## config.mk

```make
export PLATFORM = sky130hd
export DESIGN_NAME = lhr_gen
export DESIGN_NICKNAME = d
export VERILOG_FILES = /design/src/pkg/lhr_pkg.sv /design/src/rtl/lhr_gen.sv
export SDC_FILE = /design/constraint.sdc
export NUM_CORES = 1
export LEC_CHECK = 0
export BUFFER_PORTS_ARGS = -buffer_cell sky130_fd_sc_hd__buf_2
export CAP_MARGIN = 40
export CORE_MARGIN = 8
export CORE_UTILIZATION = 25
export CTS_CLUSTER_SIZE = 12
export DETAILED_ROUTE_END_ITERATION = 10
export PLACE_DENSITY = 0.5
export SKIP_LAST_GASP = 1
export SLEW_MARGIN = 5
export SYNTH_ARGS = -nofsm -noshare
export SYNTH_HDL_FRONTEND = slang
export SYNTH_SLANG_ARGS = --single-unit
export TNS_END_PERCENT = 10
```

## constraint.sdc

```tcl
create_clock -name CLK_I -period 14.76 [get_ports CLK_I]
set_clock_uncertainty 0.2 [all_clocks]
set_input_delay 1.476 -clock CLK_I [delete_from_list [all_inputs] [get_ports CLK_I]]
set_output_delay 1.476 -clock CLK_I [all_outputs]
set_load 0.01 [all_outputs]
```

## src/pkg/lhr_pkg.sv

```systemverilog
// Overview of operation
// (RL1) Stop interval code 0..6 selects 8192 up to 67108864 pulses.
// (RL2) Incremental scale: references every interval from first mark after start.
// (RL3) Dog return, incremental: after dog trailing edge, nearest reference plus shift.
// (RL4) Multipoint option on: marks accepted from more than one location.
// (RL5) Absolute scale: references at whole interval multiples from position zero.
// (RL6) Dog return, absolute: first reference reached after dog off is home. Here shift A plus B is added to it in this mode too.
// (RL7) Index pulse marks reference positions of the selected interval.
// (RL8) Absolute scale: data set return takes current position as home.
// (RL9) Return with no mark ahead flags an error; controller pre-positions axis.
// (RL10) Codes above 6 are refused; previous valid interval is kept. Here any word above 6 is flagged, but bits 2:0 are taken unless they are 7.
package lhr_pkg;
    // ****************************************
    // Register map
    // ****************************************
    localparam logic [11:0] LHR_CTRL_ADDR = 12'h000;
    localparam logic [11:0] LHR_SEL_ADDR = 12'h004;
    localparam logic [11:0] LHR_SHA_ADDR = 12'h008;
    localparam logic [11:0] LHR_SHB_ADDR = 12'h00c;
    localparam logic [11:0] LHR_STS_ADDR = 12'h010;
    localparam logic [11:0] LHR_MASK_ADDR = 12'h014;
    localparam logic [11:0] LHR_STATE_ADDR = 12'h018;
    localparam logic [11:0] LHR_HOME_ADDR = 12'h01c;
    // CTRL fields
    localparam int LHR_CTRL_ABS = 0;
    localparam int LHR_CTRL_DSET = 1;
    localparam int LHR_CTRL_MULTI = 2;
    localparam int LHR_CTRL_START = 3;
    // Status / mask bits
    localparam int LHR_STS_W = 4;
    localparam int LHR_STS_DONE = 0;
    localparam int LHR_STS_ERR = 1;
    localparam int LHR_STS_INDEX = 2;
    localparam int LHR_STS_BADSEL = 3;
    // Reset values and largest legal interval code
    localparam logic [2:0] LHR_SEL_RST = 3'h3;
    localparam logic [2:0] LHR_SEL_MAX = 3'h6;
    localparam logic [31:0] LHR_SHIFT_RST = 32'h0;
    localparam logic [3:0] LHR_MASK_RST = 4'h0;
    // Interval exponents for codes 0..6 and minimum position width
    localparam logic [4:0] LHR_EXP0 = 5'h0d;
    localparam logic [4:0] LHR_EXP1 = 5'h11;
    localparam logic [4:0] LHR_EXP2 = 5'h12;
    localparam logic [4:0] LHR_EXP3 = 5'h14;
    localparam logic [4:0] LHR_EXP4 = 5'h16;
    localparam logic [4:0] LHR_EXP5 = 5'h18;
    localparam logic [4:0] LHR_EXP6 = 5'h1a;
    localparam int LHR_POS_MIN_W = 27;

    typedef enum logic [2:0] {
        ST_IDLE,
        ST_DOG_ON,
        ST_DOG_OFF,
        ST_REF
    } lhr_state_t;

    typedef struct packed {
        logic psel;
        logic penable;
        logic pwrite;
        logic [11:0] paddr;
        logic [31:0] pwdata;
    } lhr_apb_req_t;

    typedef struct packed {
        logic [31:0] position;
        logic mark;
        logic dog;
    } lhr_enc_t;
endpackage

```

## src/rtl/lhr_gen.sv

```systemverilog
// Register access over APB and the address map were chosen for this implementation.
`timescale 1ns/1ns
module lhr_gen #(
    parameter int POS_W = 32
) (
    input wire logic CLK_I,
    input wire logic SRST_I,
    input wire logic CE_I,
    input wire lhr_pkg::lhr_apb_req_t APB_I,
    output logic [31:0] PRDATA_O,
    output logic PREADY_O,
    output logic PSLVERR_O,
    input wire lhr_pkg::lhr_enc_t ENC_I,
    input wire logic START_I,
    output logic INDEX_PULSE_O,
    output logic HOME_VALID_O,
    output logic [31:0] HOME_POS_O,
    output logic BUSY_O,
    output logic IRQ_O
);
    // ****************************************
    // Types and helpers
    // ****************************************
    typedef logic [POS_W-1:0] lhr_pos_t;

    typedef struct packed {
        logic ctrl_abs;
        logic ctrl_dset;
        logic multipoint_mark_select;
        logic [2:0] stop_interval_select;
        logic [31:0] home_shift_distance_a;
        logic [31:0] home_shift_distance_b;
        logic [lhr_pkg::LHR_STS_W-1:0] sts;
        logic [lhr_pkg::LHR_STS_W-1:0] mask;
        lhr_pkg::lhr_state_t st;
        lhr_pos_t base;
        logic base_ok;
        lhr_pos_t anchor;
        logic anchor_ok;
        lhr_pos_t idx;
        logic mark_prev;
        logic dog_prev;
        lhr_pos_t home;
        logic home_ok;
        logic index_pulse_out;
    } lhr_regs_t;

    function automatic logic [4:0] interval_exp(input logic [2:0] code);
        logic [4:0] e;
        unique case (code)
            3'h0: e = lhr_pkg::LHR_EXP0;
            3'h1: e = lhr_pkg::LHR_EXP1;
            3'h2: e = lhr_pkg::LHR_EXP2;
            3'h3: e = lhr_pkg::LHR_EXP3;
            3'h4: e = lhr_pkg::LHR_EXP4;
            3'h5: e = lhr_pkg::LHR_EXP5;
            default: e = lhr_pkg::LHR_EXP6;
        endcase
        return e;
    endfunction

    function automatic lhr_pos_t ref_index(input lhr_pos_t pos,
        input lhr_pos_t org, input logic [4:0] e);
        return (pos - org) >> e;
    endfunction

    initial
    begin
        if (POS_W < lhr_pkg::LHR_POS_MIN_W || POS_W > 32)
        begin
            $error("POS_W must lie between 27 and 32");
        end
    end

    lhr_regs_t r_ff;
    lhr_regs_t nxt_r;

    logic wr_en;
    logic rd_hit;
    logic [31:0] rd_data;
    lhr_pos_t pos;
    lhr_pos_t org;
    lhr_pos_t cur_idx;
    lhr_pos_t ref_pos;
    logic ref_ok;
    logic crossed;
    logic mark_rise;
    logic dog_fall;
    logic start;
    logic ctrl_wr;
    logic mode_abs;
    logic mode_dset;
    logic [4:0] exp_sel;
    logic [31:0] shift_sum;
    logic [lhr_pkg::LHR_STS_W-1:0] ev;

    // ****************************************
    // APB slave, zero wait states
    // ****************************************
    assign wr_en = APB_I.psel && APB_I.penable && APB_I.pwrite && CE_I;
    assign PREADY_O = 1'b1;
    assign PSLVERR_O = APB_I.psel && APB_I.penable && !rd_hit;

    always_comb
    begin
        rd_hit = 1'b1;
        rd_data = 32'h0;
        unique case (APB_I.paddr)
            lhr_pkg::LHR_CTRL_ADDR:
                rd_data = {29'h0, r_ff.multipoint_mark_select,
                    r_ff.ctrl_dset, r_ff.ctrl_abs};
            lhr_pkg::LHR_SEL_ADDR:
                rd_data = {29'h0, r_ff.stop_interval_select};
            lhr_pkg::LHR_SHA_ADDR: rd_data = r_ff.home_shift_distance_a;
            lhr_pkg::LHR_SHB_ADDR: rd_data = r_ff.home_shift_distance_b;
            lhr_pkg::LHR_STS_ADDR: rd_data = 32'(r_ff.sts);
            lhr_pkg::LHR_MASK_ADDR: rd_data = 32'(r_ff.mask);
            lhr_pkg::LHR_STATE_ADDR:
                rd_data = {27'h0, r_ff.home_ok, r_ff.base_ok,
                    3'(r_ff.st)};
            lhr_pkg::LHR_HOME_ADDR: rd_data = 32'(r_ff.home);
            default: rd_hit = 1'b0;
        endcase
    end
    assign PRDATA_O = rd_data;

    // ****************************************
    // Reference grid
    // ****************************************
    assign pos = lhr_pos_t'(ENC_I.position);
    assign exp_sel = interval_exp(r_ff.stop_interval_select); // see (RL1)
    // Absolute grid is anchored at zero, incremental at the latched mark
    assign org = r_ff.ctrl_abs ? '0 : r_ff.base; // see (RL5) see (RL2)
    assign ref_ok = r_ff.ctrl_abs || r_ff.base_ok;
    assign cur_idx = ref_index(pos, org, exp_sel);
    // Crossing seen as a change of grid cell, in either direction
    assign crossed = ref_ok && (cur_idx != r_ff.idx); // see (RL7)
    assign ref_pos = (((cur_idx > r_ff.idx) ? cur_idx : r_ff.idx)
        << exp_sel) + org;
    assign shift_sum = r_ff.home_shift_distance_a
        + r_ff.home_shift_distance_b;
    assign mark_rise = ENC_I.mark && !r_ff.mark_prev;
    assign dog_fall = !ENC_I.dog && r_ff.dog_prev;
    assign ctrl_wr = wr_en && APB_I.paddr == lhr_pkg::LHR_CTRL_ADDR;
    assign start = START_I
        || (ctrl_wr && APB_I.pwdata[lhr_pkg::LHR_CTRL_START]);
    // Start by a CTRL write runs in the mode written with it
    assign mode_abs = ctrl_wr ? APB_I.pwdata[lhr_pkg::LHR_CTRL_ABS]
        : r_ff.ctrl_abs;
    assign mode_dset = ctrl_wr ? APB_I.pwdata[lhr_pkg::LHR_CTRL_DSET]
        : r_ff.ctrl_dset;

    // ****************************************
    // Next state
    // ****************************************
    always_comb
    begin
        nxt_r = r_ff;
        ev = '0;
        nxt_r.index_pulse_out = crossed;
        nxt_r.idx = cur_idx;
        nxt_r.mark_prev = ENC_I.mark;
        nxt_r.dog_prev = ENC_I.dog;
        ev[lhr_pkg::LHR_STS_INDEX] = crossed;

        if (wr_en)
        begin
            unique case (APB_I.paddr)
                lhr_pkg::LHR_CTRL_ADDR:
                begin
                    nxt_r.ctrl_abs = APB_I.pwdata[lhr_pkg::LHR_CTRL_ABS];
                    nxt_r.ctrl_dset = APB_I.pwdata[lhr_pkg::LHR_CTRL_DSET];
                    nxt_r.multipoint_mark_select =
                        APB_I.pwdata[lhr_pkg::LHR_CTRL_MULTI];
                end
                lhr_pkg::LHR_SEL_ADDR:
                begin
                    if (APB_I.pwdata[2:0] <= lhr_pkg::LHR_SEL_MAX)
                    begin
                        nxt_r.stop_interval_select = APB_I.pwdata[2:0];
                    end
                    if (APB_I.pwdata[31:0] > 32'(lhr_pkg::LHR_SEL_MAX))
                    begin
                        ev[lhr_pkg::LHR_STS_BADSEL] = 1'b1; // see (RL10)
                    end
                end
                lhr_pkg::LHR_SHA_ADDR:
                    nxt_r.home_shift_distance_a = APB_I.pwdata;
                lhr_pkg::LHR_SHB_ADDR:
                    nxt_r.home_shift_distance_b = APB_I.pwdata;
                lhr_pkg::LHR_STS_ADDR:
                    nxt_r.sts = r_ff.sts
                        & ~APB_I.pwdata[lhr_pkg::LHR_STS_W-1:0];
                lhr_pkg::LHR_MASK_ADDR:
                    nxt_r.mask = APB_I.pwdata[lhr_pkg::LHR_STS_W-1:0];
                default:
                begin
                end
            endcase
        end

        // Marks: single location unless the multipoint option is set
        if (mark_rise && !r_ff.ctrl_abs && r_ff.st != lhr_pkg::ST_IDLE
            && !r_ff.base_ok)
        begin
            if (r_ff.multipoint_mark_select || !r_ff.anchor_ok
                || r_ff.anchor == pos) // see (RL4)
            begin
                nxt_r.base = pos; // see (RL2)
                nxt_r.base_ok = 1'b1;
                nxt_r.anchor = pos;
                nxt_r.anchor_ok = 1'b1;
                nxt_r.idx = '0;
                nxt_r.index_pulse_out = 1'b0;
                ev[lhr_pkg::LHR_STS_INDEX] = 1'b0;
            end
        end

        unique case (r_ff.st)
            lhr_pkg::ST_IDLE:
            begin
                if (start)
                begin
                    nxt_r.home_ok = 1'b0;
                    if (mode_dset)
                    begin
                        if (mode_abs)
                        begin
                            nxt_r.home = pos; // see (RL8)
                            nxt_r.home_ok = 1'b1;
                            ev[lhr_pkg::LHR_STS_DONE] = 1'b1;
                        end
                        else
                        begin
                            ev[lhr_pkg::LHR_STS_ERR] = 1'b1;
                        end
                    end
                    else
                    begin
                        nxt_r.base_ok = 1'b0;
                        nxt_r.st = ENC_I.dog ? lhr_pkg::ST_DOG_OFF
                            : lhr_pkg::ST_DOG_ON;
                    end
                end
            end
            lhr_pkg::ST_DOG_ON:
            begin
                if (ENC_I.dog)
                begin
                    nxt_r.st = lhr_pkg::ST_DOG_OFF;
                end
            end
            lhr_pkg::ST_DOG_OFF:
            begin
                if (dog_fall)
                begin
                    // No mark passed by dog end: no grid to stop on
                    if (ref_ok)
                    begin
                        nxt_r.st = lhr_pkg::ST_REF; // see (RL3) see (RL6)
                    end
                    else
                    begin
                        nxt_r.st = lhr_pkg::ST_IDLE;
                        ev[lhr_pkg::LHR_STS_ERR] = 1'b1; // see (RL9)
                    end
                end
            end
            lhr_pkg::ST_REF:
            begin
                if (crossed)
                begin
                    nxt_r.home = ref_pos + lhr_pos_t'(shift_sum); // see (RL3)
                    nxt_r.home_ok = 1'b1;
                    nxt_r.st = lhr_pkg::ST_IDLE;
                    ev[lhr_pkg::LHR_STS_DONE] = 1'b1;
                end
            end
            default: nxt_r.st = lhr_pkg::ST_IDLE;
        endcase
        // Set beats clear in the same cycle
        nxt_r.sts = nxt_r.sts | ev;
    end

    always_ff @(posedge CLK_I)
    begin
        if (SRST_I)
        begin
            r_ff <= '0;
            r_ff.stop_interval_select <= lhr_pkg::LHR_SEL_RST;
            r_ff.home_shift_distance_a <= lhr_pkg::LHR_SHIFT_RST;
            r_ff.home_shift_distance_b <= lhr_pkg::LHR_SHIFT_RST;
            r_ff.mask <= lhr_pkg::LHR_MASK_RST;
            r_ff.st <= lhr_pkg::ST_IDLE;
        end
        else if (CE_I)
        begin
            r_ff <= nxt_r;
        end
    end

    assign INDEX_PULSE_O = r_ff.index_pulse_out;
    assign HOME_VALID_O = r_ff.home_ok;
    assign HOME_POS_O = 32'(r_ff.home);
    assign BUSY_O = r_ff.st != lhr_pkg::ST_IDLE;
    assign IRQ_O = |(r_ff.sts & r_ff.mask);
endmodule

```

==> flow_summary.ini, run 1 <==
[cells_and_area]
nNetsFinal = 2832
fill_cells = 8625
syn_to_final_growth_pct = 11.1
drive_gt1_frac = 0.125

[worst_setup_path]
cp_top_family = compound AO/OA/AOI/OAI gates
crit_top_cell = a21oi_1
crit_path_start_kind = primary input
r2r-end = HOME_POS_O[31]
startpoint = ENC_I[5]
critPathBufInv = 2
reg2regPathDepth = 39
cp_max_fo = 41
arrival_ns = 12.95
rrSetupSlack_ns = 2.10
critPathKind = in2reg
end_kind = flip-flop
cpPeakStageDelay_ns = 0.77
slowest_stage = a211oi_1
required_ns = 14.97
r2r-start = r_ff[214]

[grt]
grt_util_met3 = 0.0295
grt.met2_usage = 0.283
grt_overflow = 0
antenna_found_initial = 8
grt_pass1_vias = 18662
grt_max_degree = 95
grt_pass1_wl_um = 123000
grtUsageMet1 = 0.253
grtUsageTotal = 0.181
grt_busiest_layer = met2

[routing]
avgRoutedWirePerCell_um = 22.7
drt_iter0_drc = 2366
remaining_drc_errors = 0
wl_um = 82700
via_per_inst = 5.52
ant_nets = 0
dr.pass1.iters = 6
vias = 20138

[worst_hold_path]
holdPathStages = 2
holdCritPathClass = reg2reg
hp-start = r_ff[68]
hold_end = r_ff[68]

[sta]
slew_violations = 0
min_period_over_period = 0.863
worstMarginPinSlew_ns = 0.916
fin_hold_ws_ns = 0.251
fin_crit_ns = 12.74
hold_viol = 0
rsz0062_at_grt = false
fin_setup_tns_ns = 0
slew_headroom = 0.374
clock.fmax_mhz = 78.5
setup_viol = 0

[job]
maxCapViolCount = 0

[yosys]
synth-edff-count = 0
synth_cells = 2575
ys_ff_latch = 182
synth-main-ff-cell = dfxtp_1
yosys_warnings = 0
async_flop_share = 0
synth-seq-area-share = 0.185
synth_nets = 2827
synthesis.area_um2 = 19700
synth.distinct_cells = 106
syn_avg_cell_area_um2 = 7.64

[place]
io_buffer_count = 153
gp_congestion = 0.963
dp_hpwl_um = 64800

[floorplan]
die_x_um = 297
initial_core_util = 0.251
boundaryPins = 155
core-area_um2 = 78500
die_h_um = 297
die-area_um2 = 87900
rows = 103

[clock_tree]
cts_resized = 0
cts_buffers = 17
hold_buffers = 0
htree_levels = 4
clk_pin_slew_worst_paths_ns = 0.08
clock_latency_ns = 0.50
cts_buffer_depth = 2
clock_tree.root_cell = clkbuf_16
clock-sinks = 182
cts_tree = done
postCtsSetupBuffers = 0

[pwr]
power_density_nw_per_um2 = 71.9
peakVddDrop_v = 0.0000956
power.leakage_nw = 9.17

[outcome]
status = finished, final reports clean
==> synth_stat cells, drive strengths merged, types with 61 or more instances <==
cell	number	area (um2)
a211oi	74	591
a21oi	200	1030
a22oi	61	458
buf	78	504
clkbuf	130	489
dfxtp	182	3640
fa	63	1260
ha	104	1300
inv	184	691
mux2i	93	931
nand2	279	1050
nor2	262	983
nor3	68	345
o21ai	90	454
==> cell families (layout without fill, tap and decap cells) <==
logic type	after synthesis	count (layout)	share of synthesized area
other cells	1	6	0.000191
xor+xnor	86	86	0.0394
mux	127	127	0.0801
buf+inv	392	409	0.0856
simple gates	850	850	0.198
fa+ha+maj	167	167	0.130
compound gates	770	770	0.282
flops	182	182	0.185
==> worst max-delay path by stage <==
stage | depth (start not counted) | endpoint | slack [ns]
final | 37 | HOME_POS_O[31] | 2.02
after global routing | 41 | HOME_POS_O[31] | 1.28
after CTS | 40 | HOME_POS_O[30] | 2.48
after detailed placement | 40 | HOME_POS_O[30] | 1.96
after global placement | 40 | HOME_POS_O[30] | 1.92
after floorplan | 42 | HOME_POS_O[31] | 3.31
==> placed cells by master, fill, tap and decap left out, types with 10 or more instances in the layout <==
| master | n |
|---|---|
| and2_1 | 24 |
| o22ai_1 | 15 |
| buf_2 | 153 |
| o21ai_0 | 85 |
| a31oi_1 | 23 |
| o211ai_1 | 32 |
| a221o_1 | 10 |
| a222oi_1 | 31 |
| mux4_2 | 22 |
| a22oi_1 | 61 |
| nor2b_1 | 13 |
| nor4_1 | 26 |
| mux2i_1 | 93 |
| nand3_1 | 37 |
| nor2_1 | 256 |
| nand2b_1 | 37 |
| a311oi_1 | 13 |
| a2111oi_0 | 10 |
| fa_1 | 63 |
| inv_1 | 182 |
| nand2_1 | 278 |
| xor2_1 | 52 |
| ha_1 | 103 |
| mux2_2 | 11 |
| a21o_1 | 31 |
| dfxtp_1 | 182 |
| a21oi_1 | 193 |
| nand4_1 | 29 |
| a211oi_1 | 69 |
| xnor2_1 | 32 |
| o21a_1 | 31 |
| a211o_1 | 16 |
| clkbuf_16 | 17 |
| o31ai_1 | 15 |
| buf_4 | 34 |
| and3_1 | 21 |
| nor3_1 | 64 |
| or3_1 | 15 |
==> layout make-up <==
| type | instances | area, um2 | area share |
|---|---|---|---|
| timing repair buffer | 194 | 1130 | 0.0518 |
| inverter | 184 | 691 | 0.0316 |
| multi-input combinational | 2001 | 14400 | 0.660 |
| tap | 1050 | 1310 | 0.0601 |
| clock inverter | 12 | 194 | 0.00887 |
| clock buffer | 19 | 443 | 0.0203 |
| sequential | 182 | 3640 | 0.167 |
| antenna | 5 | 12.5 | 0.000572 |
==> sequential cells by signal, indices dropped and copies added, names as in the netlist <==
signal,cells
HOME_POS_O,32
r_ff,148
INDEX_PULSE_O,1
HOME_VALID_O,1
==> layer usage <==
metal  part of all wire  routed length, um
met5            0.00031                 26
met4              0.026               2170
met3              0.076               6330
met2               0.46              37900
met1               0.44              36300
==> power breakdown <==
| part | internal (W) | total [W] | switching (W) | leakage, nW |
|---|---|---|---|---|
| clock | 0.000291 | 0.000528 | 0.000236 | 0.313 |
| combinational | 0.000189 | 0.000542 | 0.000354 | 7.39 |
| sequential | 0.000497 | 0.000503 | 0.00000623 | 1.47 |
| total | 0.000977 | 0.00157 | 0.000596 | 9.17 |
==> metrics by stage <==
step / total power, W / utilization / instances / worst slack, ns / instance area [um2]
finish: 0.00157 / 0.279 / 3647 / 2.02 / 21900
global route: 0.00164 / 0.279 / 3645 / 1.28 / 21900
CTS: 0.00157 / 0.279 / 3642 / 2.48 / 21900
detailed placement: 0.00104 / 0.270 / 3611 / 1.96 / 21200
global placement: 0.00104 / 0.269 / 3603 / 1.92 / 21100
floorplan: 0.000868 / - / 2575 / 3.31 / 19700
==> worst min-delay path: stages, from the launching register on <==
cell and delay, ns:
dfxtp_1 0.30, inv_1 0.05, a21oi_1 0.05
Power figures use the tool's default switching activity.
==> run 2: changes to the inputs <==
--- a/config.mk
+++ b/config.mk
@@ -5,13 +5,14 @@
 export SDC_FILE = /design/constraint.sdc
 export NUM_CORES = 1
 export LEC_CHECK = 0
-export BUFFER_PORTS_ARGS = -buffer_cell sky130_fd_sc_hd__buf_2
+export ABC_AREA = 1
 export CAP_MARGIN = 40
 export CORE_MARGIN = 8
 export CORE_UTILIZATION = 25
 export CTS_CLUSTER_SIZE = 12
 export DETAILED_ROUTE_END_ITERATION = 10
-export PLACE_DENSITY = 0.5
+export DONT_BUFFER_PORTS = 1
+export PLACE_DENSITY = 0.48
 export SKIP_LAST_GASP = 1
 export SLEW_MARGIN = 5
 export SYNTH_ARGS = -nofsm -noshare
==> flow_summary.ini, run 2 <==
[floorplan]
die_x_um = 295
die_h_um = 295
die-area_um2 = 87100
core-area_um2 = 77300
boundaryPins = 155
initial_core_util = 0.252
rows = 102

[cells_and_area]
seq_area_um2 = 3640
nNetsFinal = 3196
layout_commonest_cell = nand2_1
fill_cells = 8875
drive_gt1_frac = 0.0829
utilization = 0.268
fin_cells = 3997
antennaDiodeCount = 0
design_area_um2 = 20800
layout_common_cells = 659 x nand2_1, 425 x nand3_1, 418 x inv_1
largest_register_ffs = 148
regMostFlops = r_ff
syn_to_final_growth_pct = 6.54
multi_input_area_um2 = 13300

[pwr]
peakVddDrop_v = 0.0000975
power_switching_w = 0.000737
internal-power_w = 0.000947
power_density_nw_per_um2 = 81.2
power.leakage_nw = 9.25
seqPwrFrac = 0.320
p_clk_frac = 0.287
switching_share = 0.438
p_comb_frac = 0.393

[grt]
grt_pass1_vias = 18677
grt_overflow = 0
grtUsageTotal = 0.182
grt_pass1_wl_um = 121000
antenna_found_initial = 0
grt_max_degree = 85

[clock_tree]
cts_tree = done
clk_pin_slew_worst_paths_ns = 0.08
postCtsSetupBuffers = 0
hold_buffers = 0
clock_latency_ns = 0.50
cts_buffer_depth = 2
cts_resized = 0
htree_levels = 4
cts_buffers = 17
clock-sinks = 182
clock_tree.root_cell = clkbuf_16

[sta]
fin_setup_tns_ns = 0
slew_violations = 0
min_period_over_period = 0.744
worstMarginPinSlew_ns = 0.909
setup_viol = 0
slew_headroom = 0.393
rsz0062_at_grt = false
fin_crit_ns = 10.98
hold_viol = 0
fin_hold_ws_ns = 0.269
clock.fmax_mhz = 91.0

[yosys]
yosysMostFrequentCell = nand2_1
synth_top_area_frac = 0.187
yosys.area_share.simple = 0.362
synth.distinct_cells = 64
synth_cells = 3077
synth_top_family_by_area = simple AND/OR/NAND/NOR gates
synth-main-ff-cell = dfxtp_1
synthXorXnorAreaFrac = 0.0211
synthMuxAreaShare = 0
synth_compound_area_frac = 0.167
yosys-top-cells-area = dfxtp_1 19%, nand2_1 13%, nand3_1 11%, inv_1 8.1%, ha_1 6.7%
yosys_warnings = 0
ys_ff_latch = 182
synthesis.area_um2 = 19500
synth-edff-count = 0
synthAdderAreaFrac = 0.132
async_flop_share = 0
synth_nets = 3329
synth_top_area_cell = dfxtp_1
syn_avg_cell_area_um2 = 6.33
synth-seq-area-share = 0.187
synth_common_cells = 660 x nand2_1, 426 x nand3_1, 419 x inv_1

[worst_hold_path]
hp-start = r_ff[67]
holdCritPathClass = reg2reg
hold_end = r_ff[67]
holdPathStages = 2

[routing]
via_per_inst = 5.01
ant_nets = 0
wl_um = 81600
vias = 20024
avgRoutedWirePerCell_um = 20.4
dr.pass1.iters = 5
remaining_drc_errors = 0
drt_iter0_drc = 1918

[worst_setup_path]
required_ns = 14.95
arrival_ns = 11.18
cp_max_fo = 34
cp_top_family = simple AND/OR/NAND/NOR gates
crit_path_start_kind = flip-flop
critPathBufInv = 4
reg2regPathDepth = 52
r2r-start = r_ff[214]
rrSetupSlack_ns = 3.78
slowest_stage = inv_1
r2r-end = HOME_POS_O[28]
crit_top_cell = nand2_1
cpPeakStageDelay_ns = 0.71
end_kind = flip-flop
critPathKind = reg2reg

[place]
place_inst = 3965
gp_congestion = 0.941
io_buffer_count = 0
dp_hpwl_um = 65500
place_area_um2 = 20200

[outcome]
status = finished, final reports clean

[job]
maxCapViolCount = 0
-- run 2: cell types whose count changed in the layout (fill, tap and decap cells not counted), moves of 57 or more --
cell     delta
o21ai_0    +57
inv_1     +236
nand2_1   +381
a22oi_1    -60
nand3_1   +388
mux2i_1    -93
buf_2     -153
nand3_2    +78
-- run 2: power by group through the flow --
| stage | Clock [W] | Sequential [W] | Combinational, W |
|---|---|---|---|
| floorplan | 0 | 0.000534 | 0.000494 |
| global placement | 0 | 0.000551 | 0.000652 |
| detailed placement | 0 | 0.000551 | 0.000653 |
| CTS | 0.000498 | 0.000539 | 0.000656 |
| global route | 0.000512 | 0.000542 | 0.000735 |
| finish | 0.000484 | 0.000539 | 0.000661 |
-- run 2: per-layer routing --
layer / routed length, um / global-route usage
met1: 36500 / 0.241
met2: 37200 / 0.293
met3: 5180 / 0.0347
met5: 0 / 0
met4: 2740 / 0.0665
-- run 2: per-stage QoR --
step                      setup WS, ns  total power (W)
final                             3.78          0.00168
after global routing              3.01          0.00179
after CTS                         3.86          0.00169
after detailed placement          3.69          0.00120
after global placement            3.66          0.00120
after floorplan                   6.18          0.00103
-- run 2: cell families (layout without fill, tap and decap cells) --
kind of cell / count (synthesis) / after routing
fa+ha+maj: 167 / 167
simple gates: 1504 / 1504
other cells: 1 / 1
compound gates: 556 / 556
xor+xnor: 47 / 47
flops: 182 / 182
buf+inv: 620 / 500
-- run 2: worst max-delay path by stage --
stage / cells past startpoint / slack (ns) / start / end
5_1_grt: 53 / 3.01 / r_ff[214] / HOME_POS_O[30]
2_1_floorplan: 55 / 6.18 / ENC_I[2] / HOME_POS_O[28]
6_report: 52 / 3.78 / r_ff[214] / HOME_POS_O[28]
3_5_place_dp: 54 / 3.69 / ENC_I[2] / HOME_POS_O[28]
4_1_cts: 52 / 3.86 / r_ff[214] / HOME_POS_O[28]
3_3_place_gp: 54 / 3.66 / ENC_I[2] / HOME_POS_O[30]
-- run 2: layout make-up --
cell class / count / share of cell area
multi-input cells: 2275 / 0.641
repair buffers: 27 / 0.0123
flip-flops and latches: 182 / 0.176
well taps: 1040 / 0.0627
clock buffers: 17 / 0.0205
inverters: 441 / 0.0798
clock inverters: 15 / 0.00808
-- run 2: tightest hold or removal path, stage by stage (launching register included) --
cell and delay [ns]:
dfxtp_1 0.31, nand2_1 0.06, a21oi_1 0.05
==> run 3: changes to the inputs <==
==> constraint.sdc (replaced) <==
create_clock -name CLK_I -period 10.95 [get_ports CLK_I]
set_clock_uncertainty 0.2 [all_clocks]
set_input_delay 1.095 -clock CLK_I [delete_from_list [all_inputs] [get_ports CLK_I]]
set_output_delay 1.095 -clock CLK_I [all_outputs]
set_load 0.01 [all_outputs]
==> flow_summary.ini, run 3 (synthesis gave the netlist of run 2 again) <==
[cells_and_area]
largest_register_ffs = 148
drive_gt1_frac = 0.0850
nNetsFinal = 3205
layout_common_cells = 659 x nand2_1, 425 x nand3_1, 418 x inv_1
antennaDiodeCount = 0
fin_cells = 4006
syn_to_final_growth_pct = 7.03
regMostFlops = r_ff
fill_cells = 8901
layout_commonest_cell = nand2_1

[sta]
fin_hold_ws_ns = 0.265
slew_headroom = 0.383
rsz0062_at_grt = false
worstMarginPinSlew_ns = 0.917
clock.fmax_mhz = 100
hold_viol = 0
min_period_over_period = 0.910
fin_setup_tns_ns = 0
fin_crit_ns = 9.96
setup_viol = 0
worst_slack_ns = 0.988
slew_violations = 0

[grt]
grtUsageMet1 = 0.236
grt.met2_usage = 0.301
grt_busiest_layer = met2
grtUsageTotal = 0.184
grt_pass1_vias = 19195
antenna_found_initial = 2
grt_util_met3 = 0.0396
grt_overflow = 0
grt_max_degree = 85
grt_pass1_wl_um = 122000

[pwr]
peakVddDrop_v = 0.000143
power_density_nw_per_um2 = 109
power.leakage_nw = 9.30

[routing]
ant_nets = 0
drt_iter0_drc = 1902
remaining_drc_errors = 0
wl_um = 81900
vias = 19927
avgRoutedWirePerCell_um = 20.4
via_per_inst = 4.97
dr.pass1.iters = 6

[clock_tree]
cts_tree = done
htree_levels = 4
clock_tree.root_cell = clkbuf_16
clk_pin_slew_worst_paths_ns = 0.08
postCtsSetupBuffers = 0
clock_latency_ns = 0.51
hold_buffers = 0
cts_resized = 0
cts_buffer_depth = 2
clock-sinks = 182
cts_buffers = 17

[worst_setup_path]
slowest_stage = nor2_1
crit_top_cell = nand2_1
cp_max_fo = 31
end_kind = flip-flop
arrival_ns = 10.20
crit_path_start_kind = flip-flop
required_ns = 11.19
critPathKind = reg2reg
cpPeakStageDelay_ns = 0.64
cp_top_family = simple AND/OR/NAND/NOR gates
critPathBufInv = 7
rrSetupSlack_ns = 0.99

[place]
dp_hpwl_um = 66000
io_buffer_count = 0
place_inst = 3974
place_ws_ns = 1.04
gp_congestion = 0.912

[floorplan]
die-area_um2 = 87100
core-area_um2 = 77300
rows = 102
die_h_um = 295
boundaryPins = 155
die_x_um = 295
initial_core_util = 0.252

[job]
maxCapViolCount = 0

[outcome]
status = finished, final reports clean

[worst_hold_path]
holdCritPathClass = reg2reg
[run 3: per-layer routing]
metal / vias to the layer above / share of wire
met3: 103 / 0.071
met1: 9223 / 0.44
met5: - / 0
li1: 9908 / -
met4: 0 / 0.034
met2: 693 / 0.46
[run 3: power breakdown]
part	internal [W]	leakage (nW)	switching [W]	total, W
combinational	0.000279	7.55	0.000620	0.000899
sequential	0.000690	1.47	0.0000371	0.000727
clock	0.000328	0.281	0.000326	0.000654
total	0.00130	9.30	0.000983	0.00228
[run 3: final timing paths]
path,startpoint,endpoint,cells past startpoint
setup / recovery,r_ff[214],HOME_POS_O[29],55
hold / removal,r_ff[61],r_ff[61],2
setup reg to reg,r_ff[214],HOME_POS_O[29],55
hold reg to reg,r_ff[61],r_ff[61],2
[run 3: worst reg2reg max path, delay by kind of cell (launching register included)]
family	cells	cell delay, ns
and+or+nand+nor	31	4.43
adders and majority gates	4	1.54
buffers and inverters	7	1.11
AOI/OAI and AO/OA	13	2.33
DFF	1	0.31
[run 3: area by class of cell]
| class | instances | area, um2 | area share |
|---|---|---|---|
| timing repair buffer | 36 | 363 | 0.0174 |
| clock buffer | 20 | 447 | 0.0214 |
| multi-input combinational | 2275 | 13300 | 0.638 |
| sequential | 182 | 3640 | 0.175 |
| tap | 1040 | 1300 | 0.0624 |
| clock inverter | 12 | 135 | 0.00648 |
| inverter | 441 | 1660 | 0.0794 |
[run 3: per-stage QoR]
| step | instance area, um2 | total power [W] | util |
|---|---|---|---|
| after global routing | 20800 | 0.00242 | 0.270 |
| after floorplan | 19500 | 0.00139 | - |
| after global placement | 20100 | 0.00163 | 0.260 |
| after CTS | 20800 | 0.00229 | 0.270 |
| after detailed placement | 20300 | 0.00163 | 0.262 |
| final | 20800 | 0.00228 | 0.270 |
